===== config.mk =====
export PLATFORM = sky130hd
export DESIGN_NAME = cell_discharge_timer_pwm
export DESIGN_NICKNAME = d
export VERILOG_FILES = /design/src/cdt_pkg.sv /design/src/pwm_stagger.sv /design/src/cell_discharge_timer_pwm.sv
export SDC_FILE = /design/constraint.sdc
export NUM_CORES = 1
export LEC_CHECK = 0
export BUFFER_PORTS_ARGS = -buffer_cell sky130_fd_sc_hd__buf_2
export CORE_ASPECT_RATIO = 1.4
export CORE_MARGIN = 2
export CORE_UTILIZATION = 30
export DETAILED_ROUTE_END_ITERATION = 16
export HOLD_SLACK_MARGIN = 0.05
export PLACE_DENSITY_LB_ADDON = 0.1
export SETUP_SLACK_MARGIN = 0.2
export SYNTH_ARGS = -nofsm -noshare
export SYNTH_HDL_FRONTEND = slang
export SYNTH_SLANG_ARGS = --single-unit

===== constraint.sdc =====
create_clock -name sys_clk -period 18.9 [get_ports sys_clk]
set_clock_uncertainty 0.05 [all_clocks]
set_input_delay 0.945 -clock sys_clk [delete_from_list [all_inputs] [get_ports sys_clk]]
set_output_delay 0.945 -clock sys_clk [all_outputs]
set_load 0.01 [all_outputs]

===== src/cdt_pkg.sv =====
package cdt_pkg;

  // clock and time base
  localparam int CLK_PERIOD_NS  = 40;
  localparam int STAGGER_US     = 62500;   // 62.5 ms between channel edges
  localparam int STAGGER_CYCLES = STAGGER_US * 1000 / CLK_PERIOD_NS;
  localparam int TICK_W         = 21;

  // every slow time is counted in stagger ticks
  localparam int PWM_PERIOD_MS  = 30000;
  localparam int PWM_STEP_MS    = 2000;
  localparam int WDT_MS         = 2000;
  localparam int MON_PERIOD_MS  = 30000;
  localparam int HALF_MIN_MS    = 30000;
  localparam int PWM_PERIOD_TICKS = PWM_PERIOD_MS * 1000 / STAGGER_US;
  localparam int PWM_STEP_TICKS   = PWM_STEP_MS * 1000 / STAGGER_US;
  localparam int WDT_TICKS        = WDT_MS * 1000 / STAGGER_US;
  localparam int MON_TICKS        = MON_PERIOD_MS * 1000 / STAGGER_US;
  localparam int HALF_MIN_TICKS   = HALF_MIN_MS * 1000 / STAGGER_US;

  localparam int NCH = 18;

  // register offsets (byte addresses on the 8-bit register port)
  localparam logic [7:0] ADDR_CFGA   = 8'h00;  // 6 bytes
  localparam logic [7:0] ADDR_CFGB   = 8'h06;  // 2 bytes
  localparam logic [7:0] ADDR_PWM    = 8'h08;  // 9 bytes
  localparam logic [7:0] ADDR_SWGRP  = 8'h11;  // 9 bytes
  localparam logic [7:0] ADDR_STATUS = 8'h1a;
  localparam logic [7:0] ADDR_COMMIT = 8'h1b;
  localparam int CFGA_N  = 6;
  localparam int CFGB_N  = 2;
  localparam int PWM_N   = 9;
  localparam int SWGRP_N = 9;

  // field positions and reset values
  localparam int TMO_LSB       = 4;        // in config A byte 5
  localparam int MON_EN_BIT    = 3;        // in config B byte 1
  localparam int COMMIT_BIT    = 0;
  localparam logic [7:0] CFG_RST    = 8'h00;
  localparam logic [7:0] SWGRP_RST  = 8'h00;
  localparam logic [7:0] PWM_RST    = 8'hff;
  localparam logic [7:0] GPIO_MASK  = 8'h0f; // gpio bits of config B byte 0
  localparam logic [1:0] CONV_NORMAL_7K = 2'h1;

  // timeout code to length in half minutes
  function automatic logic [7:0] timeout_half_min(input logic [3:0] code);
    case (code)
      4'h1: timeout_half_min = 8'h01;
      4'h2: timeout_half_min = 8'h02;
      4'h3: timeout_half_min = 8'h04;
      4'h4: timeout_half_min = 8'h06;
      4'h5: timeout_half_min = 8'h08;
      4'h6: timeout_half_min = 8'h0a;
      4'h7: timeout_half_min = 8'h14;
      4'h8: timeout_half_min = 8'h1e;
      4'h9: timeout_half_min = 8'h28;
      4'ha: timeout_half_min = 8'h3c;
      4'hb: timeout_half_min = 8'h50;
      4'hc: timeout_half_min = 8'h78;
      4'hd: timeout_half_min = 8'h96;
      4'he: timeout_half_min = 8'hb4;
      4'hf: timeout_half_min = 8'hf0;
      default: timeout_half_min = 8'h00;
    endcase
  endfunction

  typedef enum logic {MON_IDLE, MON_WAIT} mon_state_e;

  typedef struct packed {
    logic [7:0] addr;
    logic [7:0] wdata;
    logic       wr;
    logic       rd;
  } bus_req_s;

  typedef struct packed {
    logic           done;
    logic           redund_fail;
    logic [NCH-1:0] uv;
  } mon_result_s;

  typedef struct packed {
    logic                      en_pin_meta;
    logic                      en_pin_sync;
    logic [TICK_W-1:0]         tick_cnt;
    logic [5:0]                wdt_cnt;
    logic                      wdt_exp;
    logic [16:0]               dt_remain;
    logic [CFGA_N-1:0][7:0]    cfga;
    logic [CFGA_N-1:0][7:0]    stage;
    logic [CFGB_N-1:0][7:0]    cfgb;
    logic [PWM_N-1:0][7:0]     pwm;
    logic [SWGRP_N-1:0][7:0]   swgrp;
    mon_state_e                mon;
    logic [8:0]                mon_cnt;
    logic                      conv_req;
    logic [NCH-1:0]            s_out;
    logic [7:0]                rd_data;
  } core_state_s;

  typedef struct packed {
    logic [8:0]     phase;
    logic [NCH-1:0] on;
  } pwm_state_s;

endpackage


===== src/pwm_stagger.sv =====
`timescale 1ns/1ps
module pwm_stagger (
  input  wire logic                      sys_clk,
  input  wire logic                      rst,
  input  wire logic                      tick,
  input  wire logic [4*cdt_pkg::NCH-1:0] codes,
  output logic      [cdt_pkg::NCH-1:0]   pwm_on
);

  localparam logic [8:0] PERIOD =
    9'(cdt_pkg::PWM_PERIOD_TICKS);
  localparam logic [8:0] STEP = 9'(cdt_pkg::PWM_STEP_TICKS);

  cdt_pkg::pwm_state_s r;
  cdt_pkg::pwm_state_s n;
  logic [cdt_pkg::NCH-1:0] on_w;

  // channel k sees the shared phase shifted by k stagger ticks, so every
  // channel turns on at its own tick and no two edges coincide
  genvar k;
  generate
    for (k = 0; k < cdt_pkg::NCH; k++) begin : g_ch
      logic [8:0] ph;
      logic [3:0] code;
      assign code = codes[4*k +: 4];
      assign ph = (r.phase >= 9'(k)) ? r.phase - 9'(k)
                                     : 9'(r.phase + PERIOD - 9'(k));
      assign on_w[k] = (code == 4'hf) ? 1'b1
                     : (ph < 9'(code * STEP));
    end
  endgenerate

  // one phase counter for all channels, fixed 30 s period
  always_comb begin
    n = r;
    if (tick) begin
      n.phase = (r.phase == PERIOD - 9'h001) ? 9'h000
                                             : r.phase + 9'h001;
    end
    n.on = on_w;
  end

  always_ff @(posedge sys_clk or posedge rst) begin
    if (rst) begin
      r <= '0;
    end else begin
      r <= n;
    end
  end

  assign pwm_on = r.on;

endmodule


===== src/cell_discharge_timer_pwm.sv =====
`timescale 1ns/1ps
module cell_discharge_timer_pwm #(
  parameter int TICK_CYCLES = cdt_pkg::STAGGER_CYCLES
) (
  input  wire logic                    sys_clk,
  input  wire logic                    rst,
  input  wire cdt_pkg::bus_req_s       bus,
  output logic      [7:0]              rd_data,
  input  wire logic                    valid_cmd,
  input  wire logic                    wake_evt,
  input  wire logic                    sleep_enter,
  input  wire logic                    thermal_evt,
  input  wire logic                    discharge_timer_enable_pin,
  input  wire cdt_pkg::mon_result_s    mon_res,
  output logic                         conv_req,
  output logic      [1:0]              conv_mode,
  output logic      [cdt_pkg::NCH-1:0] s_out,
  output logic                         wdt_expired,
  output logic                         dt_active
);

  generate
    if (TICK_CYCLES < 2 || TICK_CYCLES > (1 << cdt_pkg::TICK_W)) begin : g_chk
      $error("TICK_CYCLES out of range for tick counter");
    end
  endgenerate

  localparam logic [cdt_pkg::TICK_W-1:0] TICK_LAST =
    cdt_pkg::TICK_W'(TICK_CYCLES - 1);
  localparam logic [5:0]  WDT_LIMIT = 6'(cdt_pkg::WDT_TICKS);
  localparam logic [8:0]  MON_LAST  = 9'(cdt_pkg::MON_TICKS - 1);
  localparam logic [16:0] HALF_MIN  = 17'(cdt_pkg::HALF_MIN_TICKS);

  cdt_pkg::core_state_s r;
  cdt_pkg::core_state_s n;
  logic [cdt_pkg::NCH-1:0] pwm_on;
  logic                    tick;

  // length of a timeout code in ticks
  function automatic logic [16:0] code_ticks(input logic [3:0] code);
    code_ticks = 17'(cdt_pkg::timeout_half_min(code) * HALF_MIN);
  endfunction

  // smallest code whose length still covers the remaining time
  function automatic logic [3:0] remain_bucket(input logic [16:0] rem);
    logic [3:0] code;
    code = 4'h0;
    for (int k = 15; k >= 1; k--) begin
      if (rem != 17'h00000 && rem <= code_ticks(4'(k))) begin
        code = 4'(k);
      end
    end
    remain_bucket = code;
  endfunction

  // discharge bits are scattered over config A and B
  function automatic logic [cdt_pkg::NCH-1:0] get_discharge(
    input logic [cdt_pkg::CFGA_N-1:0][7:0] a,
    input logic [cdt_pkg::CFGB_N-1:0][7:0] b);
    get_discharge = {b[1][1:0], b[0][7:4], a[5][3:0], a[4]};
  endfunction

  // one-cycle enable per stagger interval; every slow time rides on it,
  // so a shorter divider speeds up the whole block in proportion
  assign tick = (r.tick_cnt == TICK_LAST);

  // duty codes travel as one flat vector, low nibble of byte 0 is cell 1
  pwm_stagger u_pwm (
    .sys_clk (sys_clk),
    .rst     (rst),
    .tick    (tick),
    .codes   (r.pwm),
    .pwm_on  (pwm_on)
  );

  always_comb begin
    logic                    commit;
    logic                    wdt_fire;
    logic                    dt_fire;
    logic                    timer_on;
    logic                    mon_run;
    logic [cdt_pkg::NCH-1:0] dis_bits;
    logic [7:0]              idx;
    logic [7:0]              rv;
    commit   = 1'b0;
    wdt_fire = 1'b0;
    dt_fire  = 1'b0;
    timer_on = 1'b0;
    mon_run  = 1'b0;
    dis_bits = '0;
    idx      = 8'h00;
    rv       = 8'h00;
    n = r;
    n.conv_req = 1'b0;

    // pin synchroniser, second stage is the only reader of the first
    n.en_pin_meta = discharge_timer_enable_pin;
    n.en_pin_sync = r.en_pin_meta;

    // free running stagger tick divider
    n.tick_cnt = tick ? '0 : r.tick_cnt + 1'b1;

    commit = bus.wr && bus.addr == cdt_pkg::ADDR_COMMIT &&
             bus.wdata[cdt_pkg::COMMIT_BIT];

    // watchdog: restarted by valid commands, wake and commit, fires past 2 s
    if (valid_cmd || wake_evt || commit) begin
      n.wdt_cnt = 6'h00;
      n.wdt_exp = 1'b0;
    end else if (tick && !r.wdt_exp) begin
      if (r.wdt_cnt == WDT_LIMIT) begin
        n.wdt_exp = 1'b1;
        wdt_fire  = 1'b1;
      end else begin
        n.wdt_cnt = r.wdt_cnt + 6'h01;
      end
    end

    // discharge timer counts down; ordinary commands leave it alone
    timer_on = (r.dt_remain != 17'h00000);
    if (!r.en_pin_sync) begin
      n.dt_remain = 17'h00000;
    end else if (tick && timer_on) begin
      n.dt_remain = r.dt_remain - 17'h00001;
      dt_fire     = (r.dt_remain == 17'h00001);
    end

    // expiry resets act this cycle; a register write in the same cycle is applied after them and wins
    if (wdt_fire) begin
      for (int i = 0; i < 4; i++) begin
        n.cfga[i] = cdt_pkg::CFG_RST;
      end
      n.cfgb[0] = (n.cfgb[0] & ~cdt_pkg::GPIO_MASK) |
                  (cdt_pkg::CFG_RST & cdt_pkg::GPIO_MASK);
      if (!timer_on) begin
        n.cfga[4] = cdt_pkg::CFG_RST;
        n.cfga[5] = cdt_pkg::CFG_RST;
        n.cfgb    = {cdt_pkg::CFGB_N{cdt_pkg::CFG_RST}};
        n.swgrp   = {cdt_pkg::SWGRP_N{cdt_pkg::SWGRP_RST}};
      end
    end
    if (dt_fire) begin
      n.cfga[4] = cdt_pkg::CFG_RST;
      n.cfga[5] = cdt_pkg::CFG_RST;
      n.swgrp   = {cdt_pkg::SWGRP_N{cdt_pkg::SWGRP_RST}};
      n.cfgb[1] = cdt_pkg::CFG_RST;
      n.cfgb[0] = (n.cfgb[0] & cdt_pkg::GPIO_MASK) |
                  (cdt_pkg::CFG_RST & ~cdt_pkg::GPIO_MASK);
    end

    // overheating puts config A, config B and switch groups back to defaults, switches the timer off
    if (thermal_evt) begin
      n.cfga      = {cdt_pkg::CFGA_N{cdt_pkg::CFG_RST}};
      n.cfgb      = {cdt_pkg::CFGB_N{cdt_pkg::CFG_RST}};
      n.swgrp     = {cdt_pkg::SWGRP_N{cdt_pkg::SWGRP_RST}};
      n.dt_remain = 17'h00000;
    end

    if (sleep_enter) begin
      n.pwm = {cdt_pkg::PWM_N{cdt_pkg::PWM_RST}};
    end

    // monitor: a normal mode conversion every 30 s while balancing alone
    mon_run = r.cfgb[1][cdt_pkg::MON_EN_BIT] && r.wdt_exp && timer_on;
    case (r.mon)
      cdt_pkg::MON_IDLE: begin
        if (!mon_run) begin
          n.mon_cnt = 9'h000;
        end else if (tick) begin
          if (r.mon_cnt == MON_LAST) begin
            n.mon_cnt  = 9'h000;
            n.conv_req = 1'b1;
            n.mon      = cdt_pkg::MON_WAIT;
          end else begin
            n.mon_cnt = r.mon_cnt + 9'h001;
          end
        end
      end
      cdt_pkg::MON_WAIT: begin
        if (mon_res.done) begin
          n.mon = cdt_pkg::MON_IDLE;
          // start from this cycle's next values so an expiry reset stays
          dis_bits = get_discharge(n.cfga, n.cfgb);
          if (mon_res.redund_fail) begin
            dis_bits = '0;
          end else begin
            dis_bits = dis_bits & ~mon_res.uv;
          end
          n.cfga[4]      = dis_bits[7:0];
          n.cfga[5][3:0] = dis_bits[11:8];
          n.cfgb[0][7:4] = dis_bits[15:12];
          n.cfgb[1][1:0] = dis_bits[17:16];
        end
      end
      default: n.mon = cdt_pkg::MON_IDLE;
    endcase

    // register writes; config A goes to a staging copy until commit
    if (bus.wr) begin
      if (bus.addr < cdt_pkg::ADDR_CFGB) begin
        idx = bus.addr - cdt_pkg::ADDR_CFGA;
        n.stage[idx[2:0]] = bus.wdata;
      end else if (bus.addr < cdt_pkg::ADDR_PWM) begin
        idx = bus.addr - cdt_pkg::ADDR_CFGB;
        n.cfgb[idx[0]] = bus.wdata;
      end else if (bus.addr < cdt_pkg::ADDR_SWGRP) begin
        idx = bus.addr - cdt_pkg::ADDR_PWM;
        n.pwm[idx[3:0]] = bus.wdata;
      end else if (bus.addr < cdt_pkg::ADDR_STATUS) begin
        idx = bus.addr - cdt_pkg::ADDR_SWGRP;
        n.swgrp[idx[3:0]] = bus.wdata;
      end
    end

    // commit lands after any expiry reset so the new data survive
    if (commit) begin
      n.cfga = r.stage;
      // a zero code or a low pin leaves the timer off after the copy
      n.dt_remain = r.en_pin_sync ?
        code_ticks(r.stage[5][cdt_pkg::TMO_LSB +: 4])
        : 17'h00000;
    end

    // switch pins: direct control, then gated by PWM after expiry while the timer runs, all off when it is not
    // pins lag the registers by one cycle; the stagger lives in pwm_on,
    // so gating here never lines two channel edges up
    dis_bits = get_discharge(r.cfga, r.cfgb);
    if (!r.wdt_exp) begin
      n.s_out = dis_bits;
    end else begin
      n.s_out = timer_on ? (dis_bits & pwm_on) : '0;
    end

    // read data: live registers, timeout field shows time left
    if (bus.rd) begin
      if (bus.addr < cdt_pkg::ADDR_CFGB) begin
        idx = bus.addr - cdt_pkg::ADDR_CFGA;
        rv  = r.cfga[idx[2:0]];
        if (idx == 8'h05) begin
          // stored code is kept for the next commit, only the view changes
          rv[cdt_pkg::TMO_LSB +: 4] = remain_bucket(r.dt_remain);
        end
      end else if (bus.addr < cdt_pkg::ADDR_PWM) begin
        idx = bus.addr - cdt_pkg::ADDR_CFGB;
        rv  = r.cfgb[idx[0]];
      end else if (bus.addr < cdt_pkg::ADDR_SWGRP) begin
        idx = bus.addr - cdt_pkg::ADDR_PWM;
        rv  = r.pwm[idx[3:0]];
      end else if (bus.addr < cdt_pkg::ADDR_STATUS) begin
        idx = bus.addr - cdt_pkg::ADDR_SWGRP;
        rv  = r.swgrp[idx[3:0]];
      end else if (bus.addr == cdt_pkg::ADDR_STATUS) begin
        // status shows the synchronised pin, not the raw level
        rv = {4'h0, r.mon == cdt_pkg::MON_WAIT, r.en_pin_sync,
              timer_on, r.wdt_exp};
      end
    end
    n.rd_data = rv;                                         // one cycle only
  end

  // the whole state in one register; defaults put duty codes at all ones
  always_ff @(posedge sys_clk or posedge rst) begin
    if (rst) begin
      r       <= '0;
      r.cfga  <= {cdt_pkg::CFGA_N{cdt_pkg::CFG_RST}};
      r.stage <= {cdt_pkg::CFGA_N{cdt_pkg::CFG_RST}};
      r.cfgb  <= {cdt_pkg::CFGB_N{cdt_pkg::CFG_RST}};
      r.pwm   <= {cdt_pkg::PWM_N{cdt_pkg::PWM_RST}};
      r.swgrp <= {cdt_pkg::SWGRP_N{cdt_pkg::SWGRP_RST}};
      r.mon   <= cdt_pkg::MON_IDLE;
    end else begin
      r <= n;
    end
  end

  assign rd_data     = r.rd_data;
  assign conv_req    = r.conv_req;
  assign conv_mode   = cdt_pkg::CONV_NORMAL_7K;
  assign s_out       = r.s_out;
  assign wdt_expired = r.wdt_exp;
  assign dt_active   = (r.dt_remain != 17'h00000);

endmodule


# Yosys cells after proc, flatten, opt, wreduce, memory -nomap -nowiden
# Memories as Yosys holds them, arrays and structs flattened.
# Cells that the tools add are included.
dict set report word_totals {
  register_bits 367
  mem_bits_ro 128
  out_inout_bits 31
  wordCells 416
  n_memories 1
}
# memory depth width rd rd_clocked_by_memory_dff write_ports line_no
set mem_list {}
lappend mem_list {{(name not given)} 16 8 1 0 0 cdt_pkg.sv:47} ;# case (code)
dict set report op_classes {
  addsub 43
  mul 16
  magnitude_cmp 63
  eq_ne 30
  muxes 175
  bitwise 4
  n_reduce_logical 38
}
# cell n
set ops {}
lappend ops {{$mux 72} 8}
lappend ops {{$mux 8} 60}
lappend ops {{$mux 160} 2}
lappend ops {{$le 17x17->1} 15}
lappend ops {{$mul 8x4->12 const B} 16}
lappend ops {{$mux 9} 21}
lappend ops {{$lt 9x9->1} 18}
lappend ops {{$bwmux 72} 2}
lappend ops {{$mux 144} 1}
lappend ops {{$sub 9x4->9 const B} 16}
lappend ops {{$mux 65} 2}
lappend ops {{$mux 16} 7}
lappend ops {{$eq 4x4->1 const B} 18}
lappend ops {{$ge 9x4->1 const B} 8}
lappend ops {{$sub 9x3->9 const B} 8}
lappend ops {{$mux 4} 17}
lappend ops {{$bmux 8 s4} 2}
lappend ops {{$demux 8 s4} 2}
lappend ops {{$mux 18} 3}
lappend ops {{$mux 17} 3}
lappend ops {{$bwmux 48} 1}
lappend ops {{$mux 48} 1}
lappend ops {{$and 18x18->18} 2}
lappend ops {{$ge 9x3->1 const B} 4}
lappend ops {{52 further kinds} 132}

# Depth between registers and ports, before layout
dict set report logic_depth {
  depth_word 25
  ltp_mapped 18
}

# Modules after synthesis
# From an unflattened synthesis, not the netlist that was laid out.
dict set report hier_totals {
  cells_unflattened 2586
  hier_area_um2 23451.2
}
# mod instances cells_per_inst area_each_um2
set modules_own_cells {}
lappend modules_own_cells {cell_discharge_timer_pwm 1 1828 17840.9}
lappend modules_own_cells {pwm_stagger 1 758 5610.4}

# Least setup slack after synthesis
# No wires, ideal clock.
dict set report synth_path {
  kind {reg2reg}
  from {register r[241] (netlist bit)}
  to {register r[309] (netlist bit)}
  setup_time_ps 138
  arrival_ps 4069
  required_time_ps 18712
  slack_ps 14643
  stages_incl_launch_ff 17
  n_path_buf 0
  synth_period_minus_slack_ps 4257
  cell_sequence {dfrtp_1 inv_1 ha_1 mux2i_1 a21oi_1 inv_1 fa_1 inv_1 fa_1 ha_1 and3_1 a2111o_1 a21o_1 a21oi_1 o21ai_0 xnor2_1 o22ai_1}
}
dict set report synth_via {
  elab_chain_cells 5
}
# element line_no
set synth_lines {}
lappend synth_lines {{from (decl)} cell_discharge_timer_pwm.sv:34} ;# cdt_pkg::core_state_s r;
lappend synth_lines {{from (signal assigned)} cell_discharge_timer_pwm.sv:272} ;# r <= n;
lappend synth_lines {{$mem_v2 16x8} --}
lappend synth_lines {{$mux 8} cell_discharge_timer_pwm.sv:216} ;# if (commit) begin
lappend synth_lines {{$mul 8x4->12} cell_discharge_timer_pwm.sv:41} ;# code_ticks = 17'(cdt_pkg::timeout_half_min(code) * HALF_MIN);
lappend synth_lines {{$mux 17} cell_discharge_timer_pwm.sv:219} ;# n.dt_remain = r.en_pin_sync ?
lappend synth_lines {{$mux 65} cell_discharge_timer_pwm.sv:216}
# No other way between the ends. The select of a mux whose other input is x is not followed.
# A chain may end at the register's enable or synchronous reset.

# Worst setup path in the final report
# Ends and elaborated chain as after synthesis.

==> reports/qor.csv <==
stage,metric,value,unit
yosys,ys_ff_latch,367,
clocking,cts.repair.resized,0,
drt,finalWirelength,80800,um
die,initial_core_util,30.2,%
grt,track_usage,20.7,%
yosys,syn_area,0.0227,mm2
clocking,insertion_delay,0.59,ns
sta,period_share,25.2,%
drt,drt-vias-per-instance,5.38,
grt,grt_max_degree,104,
setup_path,cp_cell_sequence,inv_1 > ha_1 > mux2i_1 > a21oi_1 > inv_1 > fa_1 > inv_1 > fa_1 > ha_1 > and3_1 > a2111o_1 > a21o_1 > a21oi_1 > o21ai_0 > xnor2_1 > o22ai_1,
clocking,clock-sinks,367,
die,fp.coreArea,0.0750,mm2
sta,drv_slew,0,
finish,drive_above_1_share,14.5,%
drt,remaining_drc_errors,0,
clocking,hold_buffers,0,
yosys,synthArstFlopShare,100,%
yosys,synth_warnings,0,
die,pin_count,76,
finish,fin_cells,3534,
power,p_seq_share,43.9,%
yosys,synth_ff_type,dfrtp_1,
finish,final_cell_mix,"nand2_1, dfrtp_1, o21ai_0, nor2_1, nand3_1",
yosys,syn_avg_cell_area,8.82,um2
finish,antennaDiodeCount,0,
drt,drtIter0Drc,1313,
power,p_leak,11.6,nW
drt,num_vias,19000,
clocking,cts_buffer_depth,3,
finish,final_area,0.0252,mm2
finish,nFillCells,7878,
power,p_switching,0.487,mW
job,drv_cap,0,
worst_hold_path,min_path_type,reg2reg,
placed_design,placed_cells,3458,
drt,drt-wirelength-per-cell,22.8,um
sta,fin_setup_tns,0,ns
finish,syn_to_final_growth,10.9,%
die,die_y,329,um
setup_path,path_delay_family,adder cells,
placed_design,post_dp_cell_area,0.0237,mm2
clocking,cts-root-buf,clkbuf_16,
power,intPower,1.35,mW
yosys,synth_top_area_share,32.5,%
yosys,synthTopCellsByArea,"dfrtp_1, dfstp_2, nand2_1",
die,die_w,236,um
drt,ant_nets,0,
sta,final-setup-viol-count,0,
clocking,cts_made_buffers,42,
drt,drtPass1Iterations,7,
setup_path,cpPeakStageDelay,0.58,ns
grt,gr-total-overflow,0,
placed_design,portBuffers,73,
power,powerDensity,72.9,mW/mm2
die,row_count,119,
die,die_area,0.0779,mm2
setup_path,crit_path_end_kind,register,
clocking,clk_pin_slew,0.06,ns
sta,rsz0062_at_grt,false,
power,vdd.ir_drop.worst,0.0605,mV
finish,final_common_cell,nand2_1,
power,clkPwrFrac,46.6,%
sta,fmaxAchievable,210,MHz
setup_path,critPathArrivalTime,5.16,ns
yosys,synth_cells,2572,
clocking,cts_tree,done,
power,swShare,26.5,%
sta,hold_violations,0,
yosys,synth_cell_types,80,
placed_design,hpwlAfterDp,56500,um
yosys,synth-edff-count,0,
grt,grt_pass1_vias,19200,
power,power.share.combinational,9.5,%
grt,grt_first_pass_wirelength,123000,um
setup_path,cp_common_cell,inv_1,
clocking,cts-htree-levels,2,
yosys,ys_seq_area_share,40.9,%
grt,antenna_found_initial,5,
setup_path,cp_slowest_cell,a21oi_1,
setup_path,crit_buf_inv,3,
sta,worst_slew_pin_slew,1.19,ns
setup_path,cp-start-kind,register,
status,status,finished clean,
yosys,synth_area_leader_cell,dfrtp_1,
finish,fin_nets,2689,
setup_path,cp.required,19.30,ns
setup_path,cp_max_fo,5,
yosys,synth_fp_nets,2727,
placed_design,finalWeightedCongestion,0.905,
sta,slew_headroom,20.1,%
sta,post-route-min-period,4.76,ns
setup_path,criticalPathCategory,reg2reg,
clocking,post_cts_buffers,0,
## metal layers
layer / track usage (%) / vias to the layer above / part of all wire, %
met5: 0 / - / 0.048
met4: 10.0 / 6 / 5.0
met3: 2.77 / 155 / 3.9
met2: 35.5 / 487 / 49
met1: 25.6 / 9507 / 42
li1: - / 8852 / -
## Yosys cell counts, drive strengths merged (23+ instances only)
library cell  instances
nor2                211
mux2                 61
a21oi                75
a31oi                25
dfstp                72
nand4                35
mux2i                23
dfrtp               295
ha                   97
inv                 111
mux4                 35
and3                 24
o21ai               231
buf                  72
nand3               123
xnor2                80
a22o                 42
xor2                 29
clkbuf              127
nand2               463
nor3                 42
a21boi               26
## metrics by stage
step	hold slack, ns	utilization, %	total power, mW	setup WS, ns
4_1_cts	0.343	33.5	1.87	14.12
3_3_place_gp	0.339	31.6	0.992	14.21
2_1_floorplan	0.281	-	0.935	7.84
3_5_place_dp	0.339	31.6	0.995	14.15
5_1_grt	0.336	33.5	1.92	13.70
6_report	0.327	33.5	1.83	14.14
## final cells by class
| cell class | instances | area (um2) | share of cell area, % |
|---|---|---|---|
| Multi-Input combinational cell | 1894 | 12100 | 48.2 |
| Sequential cell | 367 | 9270 | 36.9 |
| Tap cell | 968 | 1210 | 4.81 |
| Clock buffer | 62 | 1210 | 4.79 |
| Timing Repair Buffer | 118 | 706 | 2.80 |
| Inverter | 111 | 424 | 1.69 |
| Clock inverter | 14 | 216 | 0.860 |
## kinds of logic (layout without fill, tap and decap cells)
family / after synthesis / count (layout) / share of synthesized area, %
compound gates: 549 / 549 / 15.3
xor+xnor: 109 / 109 / 4.21
fa+ha+maj: 110 / 110 / 6.49
buf+inv: 311 / 305 / 5.89
flops: 367 / 367 / 40.9
mux: 119 / 119 / 7.52
other cells: 2 / 2 / 0.0331
simple gates: 1005 / 1005 / 19.7
## state kept, by name (all words and copies together), names as in the netlist
| name | flops |
|---|---|
| wdt_expired | 1 |
| rd_data | 8 |
| conv_req | 1 |
| u_pwm.r | 9 |
| r | 311 |
| s_out | 18 |
| n | 1 |
| u_pwm.pwm_on | 18 |
## path summary, 6_finish.rpt
| check | from | cells past startpoint | slack (ns) | endpoint |
|---|---|---|---|---|
| worst max-delay path | r[241]$_DFFE_PP0P_ | 16 | 14.14 | r[309]$_DFFE_PP0P_ |
| worst min-delay path | n[338]$_DFF_PP0_ | 0 | 0.33 | r[338]$_DFF_PP0_ |
| worst max register to register | r[241]$_DFFE_PP0P_ | 16 | 14.14 | r[309]$_DFFE_PP0P_ |
| worst min register to register | n[338]$_DFF_PP0_ | 0 | 0.33 | r[338]$_DFF_PP0_ |
| max in group asynchronous | rst | 4 | 16.00 | r[225]$_DFFE_PP0P_ |
| min in group asynchronous | rst | 2 | 0.45 | r[44]$_DFF_PP0_ |
## power groups by stage
stage	Combinational [mW]	Sequential, mW	Clock, mW
detailed placement	0.176	0.818	0
floorplan	0.122	0.812	0
global placement	0.174	0.818	0
global route	0.194	0.805	0.917
CTS	0.177	0.804	0.884
finish	0.174	0.805	0.856
No activity file was read; power rests on OpenSTA's default activity.
